$ cat config.mk
export PLATFORM = sky130hd
export DESIGN_NAME = hms_sequencer
export DESIGN_NICKNAME = d
export VERILOG_FILES = /design/src/inc/hms_pkg.sv /design/src/hms_sequencer.sv /design/src/hms_stab_timer.sv /design/src/hms_sync2.sv
export SDC_FILE = /design/constraint.sdc
export NUM_CORES = 1
export LEC_CHECK = 0
export BUFFER_PORTS_ARGS = -buffer_cell sky130_fd_sc_hd__buf_2
export CAP_MARGIN = 20
export CORE_MARGIN = 2
export CORE_UTILIZATION = 50
export CTS_CLUSTER_DIAMETER = 30
export CTS_CLUSTER_SIZE = 14
export DETAILED_ROUTE_END_ITERATION = 16
export PLACE_DENSITY = 0.76
export RECOVER_POWER = 100
export SLEW_MARGIN = 10
export SYNTH_ARGS = -nofsm -noshare
export SYNTH_HDL_FRONTEND = slang
export SYNTH_SLANG_ARGS = --single-unit
$ cat constraint.sdc
create_clock -name clk_sys -period 2.55 [get_ports clk_sys]
set_input_delay 0.3825 -clock clk_sys [delete_from_list [all_inputs] [get_ports clk_sys]]
set_output_delay 0.3825 -clock clk_sys [all_outputs]
set_load 0.02 [all_outputs]
$ cat src/inc/hms_pkg.sv
// Purpose: shared constants and types of the halt mode sequencer
// Assumes: one clock, clk_sys, synchronous active low reset
// Notes:   register offsets are byte addresses on the plain port
package hms_pkg;

  // ----------------------------------------------------------------
  // interrupt lines and wake capability
  // ----------------------------------------------------------------
  localparam int NUM_IRQ = 14;
  // line 1 is the clock_timebase_counter / clock_security_irq vector
  localparam int TIMEBASE_IRQ_LINE = 1;
  localparam logic [13:0] WAKE_TIMED_MASK = 14'h111E;
  localparam logic [13:0] WAKE_FULL_MASK = 14'h111C;

  // ----------------------------------------------------------------
  // register map
  // ----------------------------------------------------------------
  localparam int REG_ADDR_W = 4;
  localparam int REG_DATA_W = 8;
  localparam logic [3:0] CLOCK_CTRL_STATUS_REG_OFS = 4'h0;
  localparam logic [3:0] HALT_STATUS_REG_OFS = 4'h1;
  localparam int OSC_IRQ_ENABLE_BIT = 0;
  localparam int STAB_LONG_BIT = 1;
  localparam int STATUS_STATE_LSB = 0;
  localparam int STATUS_BY_RESET_BIT = 4;
  localparam logic [7:0] REG_READ_ZERO = 8'h00;

  // ----------------------------------------------------------------
  // mask level and stabilisation counts, in cpu cycles
  // ----------------------------------------------------------------
  localparam logic [1:0] CCR_MASK_HALT = 2'b10;
  localparam int STAB_CNT_W = 13;
  localparam logic [12:0] STAB_SHORT_CYC = 13'h0100;
  localparam logic [12:0] STAB_LONG_CYC = 13'h1000;

  // ----------------------------------------------------------------
  // state and register types
  // ----------------------------------------------------------------
  typedef enum logic [3:0] {
    HMS_RUN = 4'b0001,
    HMS_TIMED = 4'b0010,
    HMS_FULL = 4'b0100,
    HMS_STAB = 4'b1000
  } hms_state_type;

  typedef struct packed {
    hms_state_type state;
    logic oscIrqEnable;
    logic stabLong;
    logic captured;
    logic byReset;
    logic [7:0] rdata;
    logic cpuClkEn;
    logic periphClkEn;
    logic oscEn;
    logic timebaseClkEn;
    logic ccrMaskWr;
    logic [1:0] ccrMaskVal;
    logic ccrPush;
    logic serviceIrq;
    logic fetchVector;
    logic wdogResetReq;
    logic [12:0] stabSeen;
  } hms_regs_type;

  localparam hms_regs_type HMS_REGS_RESET = '{
    state: HMS_RUN,
    oscIrqEnable: 1'b0,
    stabLong: 1'b0,
    captured: 1'b0,
    byReset: 1'b0,
    rdata: 8'h00,
    cpuClkEn: 1'b1,
    periphClkEn: 1'b1,
    oscEn: 1'b1,
    timebaseClkEn: 1'b1,
    ccrMaskWr: 1'b0,
    ccrMaskVal: 2'b00,
    ccrPush: 1'b0,
    serviceIrq: 1'b0,
    fetchVector: 1'b0,
    wdogResetReq: 1'b0,
    stabSeen: 13'h0000
  };

endpackage

$ cat src/hms_sequencer.sv
// Purpose: timed halt and full halt sequencing for the cpu core
// Assumes: haltExec, irqPend, irqPrio and watchdog inputs on clk_sys
// Notes:   rstReqPin and stabLongPin are asynchronous pins
`timescale 1ns/100ps
module hms_sequencer import hms_pkg::*; (
  input wire logic clk_sys,
  input wire logic rstn,
  input wire logic [3:0] regAddr,
  input wire logic [7:0] regWdata,
  input wire logic regWr,
  input wire logic regRd,
  output logic [7:0] regRdata,
  input wire logic haltExec,
  input wire logic [13:0] irqPend,
  input wire logic [1:0] irqPrio,
  input wire logic rstReqPin,
  input wire logic stabLongPin,
  input wire logic wdogActive,
  input wire logic wdogOnHaltOption,
  output logic cpuClkEn,
  output logic periphClkEn,
  output logic oscEn,
  output logic timebaseClkEn,
  output logic ccrMaskWr,
  output logic [1:0] ccrMaskVal,
  output logic ccrPush,
  output logic serviceIrq,
  output logic fetchResetVector,
  output logic wdogResetReq
);

  // ----------------------------------------------------------------
  // pin synchronisers
  // ----------------------------------------------------------------
  logic rstReqSync;
  logic stabLongSync;

  hms_sync2 u_rst_sync (
    .clk_sys(clk_sys),
    .pinIn(rstReqPin),
    .syncOut(rstReqSync)
  );

  hms_sync2 u_long_sync (
    .clk_sys(clk_sys),
    .pinIn(stabLongPin),
    .syncOut(stabLongSync)
  );

  // ----------------------------------------------------------------
  // state and stabilisation timer
  // ----------------------------------------------------------------
  hms_regs_type q;
  hms_regs_type d;
  logic stabStart;
  logic stabDone;
  logic wakeTimed;
  logic wakeFull;

  hms_stab_timer u_stab (
    .clk_sys(clk_sys),
    .rstn(rstn),
    .start(stabStart),
    .longSel(q.stabLong),
    .busy(),
    .done(stabDone)
  );

  // timebase line only in timed mask
  assign wakeTimed = |(irqPend & WAKE_TIMED_MASK);
  assign wakeFull = |(irqPend & WAKE_FULL_MASK);

  // ----------------------------------------------------------------
  // next state
  // ----------------------------------------------------------------
  always_comb begin
    d = q;
    stabStart = 1'b0;
    d.ccrMaskWr = 1'b0;
    d.ccrPush = 1'b0;
    d.serviceIrq = 1'b0;
    d.fetchVector = 1'b0;
    d.wdogResetReq = 1'b0;
    d.rdata = REG_READ_ZERO;

    if (!q.captured) begin
      d.captured = 1'b1;
      d.stabLong = stabLongSync;
    end

    // register port, unmapped reads give zero
    if (regWr && regAddr == CLOCK_CTRL_STATUS_REG_OFS) begin
      d.oscIrqEnable = regWdata[OSC_IRQ_ENABLE_BIT];
    end
    if (regRd) begin
      unique case (regAddr)
        CLOCK_CTRL_STATUS_REG_OFS: begin
          d.rdata[OSC_IRQ_ENABLE_BIT] = q.oscIrqEnable;
          d.rdata[STAB_LONG_BIT] = q.stabLong;
        end
        HALT_STATUS_REG_OFS: begin
          d.rdata[STATUS_STATE_LSB +: 4] = q.state;
          d.rdata[STATUS_BY_RESET_BIT] = q.byReset;
        end
        default: d.rdata = REG_READ_ZERO;
      endcase
    end

    unique case (q.state)
      HMS_RUN: begin
        if (rstReqSync) begin
          // reset request while running also takes the start-up wait
          d.state = HMS_STAB;
          d.byReset = 1'b1;
          stabStart = 1'b1;
        end else if (haltExec) begin
          if (q.oscIrqEnable) begin
            d.state = HMS_TIMED;
            d.ccrMaskWr = 1'b1;
            d.ccrMaskVal = CCR_MASK_HALT;
          end else if (wdogActive && wdogOnHaltOption) begin
            d.wdogResetReq = 1'b1;
          end else begin
            d.state = HMS_FULL;
            d.ccrMaskWr = 1'b1;
            d.ccrMaskVal = CCR_MASK_HALT;
          end
        end
      end
      HMS_TIMED: begin
        if (rstReqSync) begin
          d.state = HMS_STAB;
          d.byReset = 1'b1;
          stabStart = 1'b1;
        end else if (wakeTimed) begin
          d.state = HMS_RUN;
          d.byReset = 1'b0;
          d.serviceIrq = 1'b1;
          d.ccrPush = 1'b1;
          d.ccrMaskWr = 1'b1;
          d.ccrMaskVal = irqPrio;
        end
      end
      HMS_FULL: begin
        if (rstReqSync || wakeFull) begin
          d.state = HMS_STAB;
          d.byReset = rstReqSync;
          stabStart = 1'b1;
        end
      end
      HMS_STAB: begin
        if (stabDone) begin
          d.state = HMS_RUN;
          if (q.byReset) begin
            d.fetchVector = 1'b1;
          end else begin
            d.serviceIrq = 1'b1;
            d.ccrPush = 1'b1;
            d.ccrMaskWr = 1'b1;
            d.ccrMaskVal = irqPrio;
          end
        end
      end
    endcase

    // clock gates follow the next state so they align with it
    // timed keeps osc and timebase
    d.cpuClkEn = (d.state == HMS_RUN);
    d.periphClkEn = (d.state == HMS_RUN);
    d.oscEn = (d.state != HMS_FULL);
    d.timebaseClkEn = (d.state == HMS_RUN) || (d.state == HMS_TIMED);

    // helper count of wait cycles, checked below
    d.stabSeen = (q.state == HMS_STAB) ? q.stabSeen + 13'h0001 : 13'h0000;
  end

  always_ff @(posedge clk_sys) begin
    if (!rstn) begin
      q <= HMS_REGS_RESET;
    end else begin
      q <= d;
    end
  end

  // ----------------------------------------------------------------
  // outputs
  // ----------------------------------------------------------------
  assign regRdata = q.rdata;
  assign cpuClkEn = q.cpuClkEn;
  assign periphClkEn = q.periphClkEn;
  assign oscEn = q.oscEn;
  assign timebaseClkEn = q.timebaseClkEn;
  assign ccrMaskWr = q.ccrMaskWr;
  assign ccrMaskVal = q.ccrMaskVal;
  assign ccrPush = q.ccrPush;
  assign serviceIrq = q.serviceIrq;
  assign fetchResetVector = q.fetchVector;
  assign wdogResetReq = q.wdogResetReq;

  logic [12:0] stabLimit;
  assign stabLimit = q.stabLong ? STAB_LONG_CYC : STAB_SHORT_CYC;
endmodule // hms_sequencer

$ cat src/hms_stab_timer.sv
// Purpose: oscillator stabilisation wait of 256 or 4096 cpu cycles
// Assumes: start is a one-cycle pulse, longSel stable while busy
// Notes:   done pulses in the last cycle of the wait
`timescale 1ns/100ps
module hms_stab_timer import hms_pkg::*; (
  input wire logic clk_sys,
  input wire logic rstn,
  input wire logic start,
  input wire logic longSel,
  output logic busy,
  output logic done
);

  // ----------------------------------------------------------------
  // counter state
  // ----------------------------------------------------------------
  typedef struct packed {
    logic running;
    logic [12:0] cnt;
  } hms_timer_type;

  hms_timer_type tim_q;
  hms_timer_type tim_d;
  logic [12:0] limit;

  always_comb begin
    tim_d = tim_q;
    done = 1'b0;
    limit = longSel ? STAB_LONG_CYC : STAB_SHORT_CYC;
    if (start) begin
      tim_d.running = 1'b1;
      tim_d.cnt = 13'h0000;
    end else if (tim_q.running) begin
      if (tim_q.cnt == limit - 13'h0001) begin
        done = 1'b1;
        tim_d.running = 1'b0;
      end else begin
        tim_d.cnt = tim_q.cnt + 13'h0001;
      end
    end
  end

  always_ff @(posedge clk_sys) begin
    if (!rstn) begin
      tim_q <= '0;
    end else begin
      tim_q <= tim_d;
    end
  end

  assign busy = tim_q.running;

endmodule // hms_stab_timer

$ cat src/hms_sync2.sv
// Purpose: two flip-flop synchroniser for one pin
// Assumes: pin is asynchronous to clk_sys
// Notes:   no reset, so a static pin is valid at reset release
`timescale 1ns/100ps
module hms_sync2 import hms_pkg::*; (
  input wire logic clk_sys,
  input wire logic pinIn,
  output logic syncOut
);

  // ----------------------------------------------------------------
  // two stages
  // ----------------------------------------------------------------
  logic [1:0] stage_q;

  // first stage feeds only the second
  always_ff @(posedge clk_sys) begin
    stage_q <= {stage_q[0], pinIn};
  end

  assign syncOut = stage_q[1];

endmodule // hms_sync2

# Yosys cells after proc, flatten, opt, wreduce, memory -nomap -nowiden
# Cells that the tools add are included.
# totals
ff_bits,44
latch_bits,0
ram_bits,0
rom_bits,0
in_bits,37
output_inout_bits,19
n_memories,0
# classes
addsub,2
multipliers,0
div_mod_pow,0
order_cmp,0
eq_ne,19
n_shift,0
n_mux,38
n_bitwise,4
n_reduce_logical,18
# ops
cell,n
$mux 4,8
$mux 14,2
$mux 13,2
$pmux 4 s4,1
$mux 5,3
$ne 2x2->1 const B,7
$add 13x1->13 const B,1
$eq 13x13->1,1
$sub 13x1->13 const B,1
$eq 4x1->1 const B,3
$mux 1,12
$mux 3,4
$reduce_or 5->1,2
$pmux 3 s3,1
$eq 4x2->1 const B,2
$pmux 2 s2,2
$reduce_and 8->1,1
$mux 6,1
$reduce_and 3->1,2
$reduce_bool 3->1,2
$reduce_or 6->1,1
$eq 4x3->1 const B,1
$eq 4x4->1 const B,1
$logic_not 4->1,1
other kinds (12),19

# Longest topological paths before layout
# depth
ltp_word,10
depth_mapped,8

# Cells and area by module
# Synthesis repeated with hierarchy kept, for this count alone.
# hier_totals
cells_unflattened,225
area_unflattened_um2,2053.2
# by_module_without_submodules
mod,instances,cells_each,area_each_um2
hms_sequencer,1,134,1227.4
hms_stab_timer,1,87,745.7
hms_sync2,2,2,40.0

# Worst setup path before layout
# OpenSTA, ideal clock, no wires.
# synth_path
path_kind,flip-flop to flip-flop
startpoint,register q[34] (netlist name)
endpoint,register q (netlist bit ccrMaskVal[0])
setup_time_ps,70
t_arrival_ps,1960
required_time_ps,2480
slack_ps,520
stages_incl_launch_ff,7
n_path_buf,0
period_less_slack_ps,2030
cell_sequence,dfxtp_1 or4_1 o32a_2 nor4_4 a21boi_2 or4b_1 a21boi_1
# synth_between
elab_chain_cells,8
# synth_lines
element,line_no,source
"start, declared",hms_sequencer.sv:53,hms_regs_type q;
"start signal, assigned",hms_sequencer.sv:179,q <= HMS_REGS_RESET;
"start signal, assigned",hms_sequencer.sv:181,q <= d;
$mux 13,hms_stab_timer.sv:29,limit = longSel ? STAB_LONG_CYC : STAB_SHORT_CYC;
$sub 13x1->13,hms_stab_timer.sv:34,if (tim_q.cnt == limit - 13'h0001) begin
$eq 13x13->1,hms_stab_timer.sv:34,
$mux 1,hms_stab_timer.sv:34,
$mux 1,hms_stab_timer.sv:33,end else if (tim_q.running) begin
$mux 1,hms_stab_timer.sv:30,if (start) begin
$ne 2x2->1 (no source line),n/a,
$reduce_and 8->1 (no source line),n/a,
# No other way between the ends.
# A chain may end at the register's enable or synchronous reset.

# Worst setup path in the final report
# Ends and elaborated chain as after synthesis.

==> tab_implementation.tex <==
\begin{tabular}{lr}
\hline
Metric & Value \\
\hline
\multicolumn{2}{l}{\textbf{Timing}} \\
Final critical-path setup slack & 0.302 ns \\
Slew of the pin with the lowest slew margin & 0.678 ns \\
Period Utilization, post-route & 88.2\% \\
Final hold slack & 0.181 ns \\
Final Hold Vio Count & 0 \\
Setup TNS & 0 ns \\
Final Setup Violations & 0 \\
Fmax & 0.445 GHz \\
Clk\_skew & 0.00501 ns \\
Min cycle time layout & 2.25 ns \\
Relative slew margins & 54.8\% \\
Number of max-slew violations in the final report & 0 \\
Unrepaired setup endpoints after global routing & false \\
\multicolumn{2}{l}{\textbf{Cells and area}} \\
Total area of sequential cells & 801 um2 \\
Area taken by multi-input logic gates & 943 um2 \\
Final antenna diode count & 0 \\
Net count, final & 272 \\
Number of inserted filler cells in the final layout & 336 \\
Fraction of the core area covered by cells at the end of the flow & 56.8\% \\
Syn-to-layout area delta & 9.48\% \\
Fraction of layout cells with a size suffix above 1 & 16.2\% \\
\multicolumn{2}{l}{\textbf{Clock tree}} \\
TritonCTS Sinks & 40 \\
CTS tree & done \\
Resize count post-CTS & 0 \\
Clock slew at reported path FFs & 0.07 ns \\
Number of buffers created by CTS & 5 \\
Count of H-tree levels built during CTS & 2 \\
Clock latency reported for the late side of the worst-skew pair & 0.30 ns \\
Clock Root Buffer & sky130\_fd\_sc\_hd\_\_clkbuf\_8 \\
Number of setup buffers added after CTS & 0 \\
Deepest clock path buffer count & 2 \\
Count of hold-fix buffers inserted at cts & 0 \\
\multicolumn{2}{l}{\textbf{Pwr}} \\
Fraction of power consumed by combinational cells & 9.0\% \\
Sw Ratio & 24.5\% \\
VDD IR-drop max & 0.387 mV \\
Pwr Total & 1.20 mW \\
Power per unit of standard cell area & 577 mW/mm2 \\
Pleak & 0.835 nW \\
Net switching power figure & 0.294 mW \\
Power share of the sequential group & 55.0\% \\
Internal Power & 0.906 mW \\
Clock network fraction of total power & 36.0\% \\
\multicolumn{2}{l}{\textbf{Flow run}} \\
Reported max-cap violation count & 0 \\
\multicolumn{2}{l}{\textbf{Global route}} \\
Largest net degree at the start of global routing & 20 \\
Aggregate global routing overflow & 0 \\
Global-route wire length before repair & 5620 um \\
Antenna violations before repair & 0 \\
Vias in the first global route & 1,320 \\
Gr usage total & 17.2\% \\
\multicolumn{2}{l}{\textbf{Setup path}} \\
Crit path arrival time & 2.47 ns \\
Startpoint class of the critical path & flop \\
Crit path buf inv count & 0 \\
Required time at the endpoint of the critical path & 2.77 ns \\
Crit path depth & 6 \\
Crit. End Element & flop \\
Chain of cells forming the critical path & or4\_1 > o32a\_2 > nor4\_4 > a21boi\_2 > or4b\_1 > a21boi\_0 \\
Slowest cell on the critical path & sky130\_fd\_sc\_hd\_\_or4\_1 \\
Slowest stage delay, CP & 0.53 ns \\
Maximum net fanout on the critical path & 6 \\
Category of cells accounting for the largest share of critical-path delay & simple AND/OR/NAND/NOR gates \\
Depth of the most critical reg-to-reg path & 6 \\
Critical path class & flop to flop \\
\multicolumn{2}{l}{\textbf{Die}} \\
Die X-Extent & 65.7 um \\
Core Region & 0.00366 mm2 \\
Die footprint & 0.00431 mm2 \\
Initial standard-cell utilization of the core & 51.9\% \\
Number of standard-cell rows in the floorplan & 22 \\
Chip Height & 65.7 um \\
Top-Level Pins & 56 \\
\multicolumn{2}{l}{\textbf{Synth}} \\
Synth area leader & sky130\_fd\_sc\_hd\_\_dfxtp\_1 \\
Warning count from the yosys run & 0 \\
Unique cell type count in the Yosys netlist & 52 \\
Number of storage elements in the synthesis netlist & 40 \\
Async S/R FF share, synth & 0\% \\
Number of enable flip-flop cells after synthesis & 0 \\
Primary flip-flop cell chosen by synthesis mapping & sky130\_fd\_sc\_hd\_\_dfxtp\_1 \\
Post-synthesis average cell area & 9.18 um2 \\
Cell count after synthesis & 207 \\
Cell area after technology mapping & 0.00190 mm2 \\
Sequential-to-total area share from yosys stat & 42.1\% \\
Yosys top cell area share & 42.1\% \\
Cell types occupying the most area after synthesis & sky130\_fd\_sc\_hd\_\_dfxtp\_1 (42\%), sky130\_fd\_sc\_hd\_\_xor2\_1 (5.1\%), sky130\_fd\_sc\_hd\_\_buf\_4 (4.7\%), sky130\_fd\_sc\_hd\_\_nor2\_1 (4.5\%), sky130\_fd\_sc\_hd\_\_mux2i\_1 (3.2\%) \\
\multicolumn{2}{l}{\textbf{Drt}} \\
\# DRC & 0 \\
Met2 layer wire length in the routed design & 1480 um \\
Routed length on met1 & 1490 um \\
Initial detailed-routing violation count & 53 \\
WL final & 3240 um \\
Highest routed layer & met4 \\
Number of iterations in the first detailed-routing pass & 4 \\
Met3 wire length & 207 um \\
Via count & 1,495 \\
WL per Instance & 11.5 um \\
Post-DR vias/cell & 5.28 \\
Number of nets with antenna violations after detailed routing & 0 \\
\multicolumn{2}{l}{\textbf{Worst hold path}} \\
Hold Crit Depth & 1 \\
Class of the most critical hold timing path & primary input to flop \\
\multicolumn{2}{l}{\textbf{Placement}} \\
RePlAce Congestion & 0.847 \\
Pre-CTS WS & 0.353 ns \\
Final HPWL from detailed placement & 2340 um \\
Count of buffers from port buffering & 37 \\
\multicolumn{2}{l}{\textbf{Outcome}} \\
Status & complete, no violations \\
\hline
\end{tabular}
cells in the final DEF, fill, tap and decap left out, types with 2 or more instances in the layout:
master / count
sky130_fd_sc_hd__and2_0: 3
sky130_fd_sc_hd__xnor2_1: 3
sky130_fd_sc_hd__nor2_1: 23
sky130_fd_sc_hd__a211o_1: 2
sky130_fd_sc_hd__o21bai_1: 3
sky130_fd_sc_hd__mux2i_1: 6
sky130_fd_sc_hd__inv_1: 5
sky130_fd_sc_hd__nand4_1: 7
sky130_fd_sc_hd__dfxtp_1: 40
sky130_fd_sc_hd__nor2b_1: 4
sky130_fd_sc_hd__and3_1: 5
sky130_fd_sc_hd__a31oi_1: 2
sky130_fd_sc_hd__nand3b_1: 2
sky130_fd_sc_hd__xor2_1: 11
sky130_fd_sc_hd__a21oi_1: 4
sky130_fd_sc_hd__nor4_1: 3
sky130_fd_sc_hd__or4_1: 2
sky130_fd_sc_hd__clkbuf_1: 18
sky130_fd_sc_hd__clkbuf_8: 6
sky130_fd_sc_hd__nand3_1: 9
sky130_fd_sc_hd__a21boi_0: 6
sky130_fd_sc_hd__nor3_1: 5
sky130_fd_sc_hd__conb_1: 3
sky130_fd_sc_hd__nand2_1: 12
sky130_fd_sc_hd__buf_2: 20
sky130_fd_sc_hd__or2_2: 2
sky130_fd_sc_hd__o21ai_0: 5
cell type report:
cell class	instances	area share, %
multi-input combinational	145	45.3
sequential	40	38.5
timing repair buffer	37	7.88
clock buffer	7	4.15
tap	48	2.89
inverter	5	0.902
clock inverter	1	0.361
through the flow:
step / cell area [um2] / cells
floorplan: 1910 / 209
global placement: 2010 / 275
CTS: 2100 / 283
global route: 2080 / 283
finish: 2080 / 283
detailed placement: 2010 / 275
per-layer routing:
metal | up-vias | track usage, %
met5 | - | 0
met4 | 0 | 7.29
met3 | 7 | 6.16
met2 | 34 | 27.9
met1 | 681 | 20.4
li1 | 773 | -
state kept, by name (all words and copies together) (netlist names):
register	flops
ccrMaskVal	2
ccrMaskWr	1
ccrPush	1
fetchResetVector	1
oscEn	1
periphClkEn	1
q	8
regRdata	5
timebaseClkEn	1
u_long_sync.stage_q	2
u_rst_sync.stage_q	2
u_stab.busy	1
u_stab.tim_q	13
wdogResetReq	1
final timing paths:
| kind | from | endpoint | slack, ns |
|---|---|---|---|
| worst min register to register | u_rst_sync.stage_q[0] | u_rst_sync.stage_q[1] | 0.33 |
| worst max register to register | q[34] | ccrMaskVal[0] | 0.30 |
| worst min-delay path | rstReqPin | u_rst_sync.stage_q[0] | 0.18 |
| worst max-delay path | q[34] | ccrMaskVal[0] | 0.30 |
cell usage after synthesis (all sizes together) (2+ instances only):
library cell,count
dfxtp,40
nand4,8
and4,2
a21oi,4
a211o,2
nand2,12
o21bai,3
xor2,11
buf,13
or2,2
inv,5
o21ai,5
mux2i,6
xnor2,3
and2,3
nor2b,4
nand3,9
nor2,23
nand3b,2
or4,3
clkbuf,6
and3,6
nor3,5
a31oi,2
nor4,4
a21boi,7
power by group through the flow:
stage               clock network [mW]  registers [mW]  logic (mW)
detailed placement                   0           0.675       0.111
floorplan                            0           0.669      0.0910
CTS                              0.448           0.660       0.111
finish                           0.432           0.660       0.108
global placement                     0           0.674       0.109
global route                     0.479           0.663       0.123
kinds of logic (layout without fill, tap and decap cells):
group	after synthesis	count (layout)	share of synthesized area [%]
other	1	3	0.197
and+or+nand+nor	89	89	26.8
buffers and inverters	24	50	8.56
muxes	6	6	3.16
AOI/OAI and AO/OA	32	32	12.0
DFF	40	40	42.1
adders and majority gates	1	1	0.658
xor gates and xnor gates	14	14	6.45
Note: power is estimated with default switching activity, not from simulation.
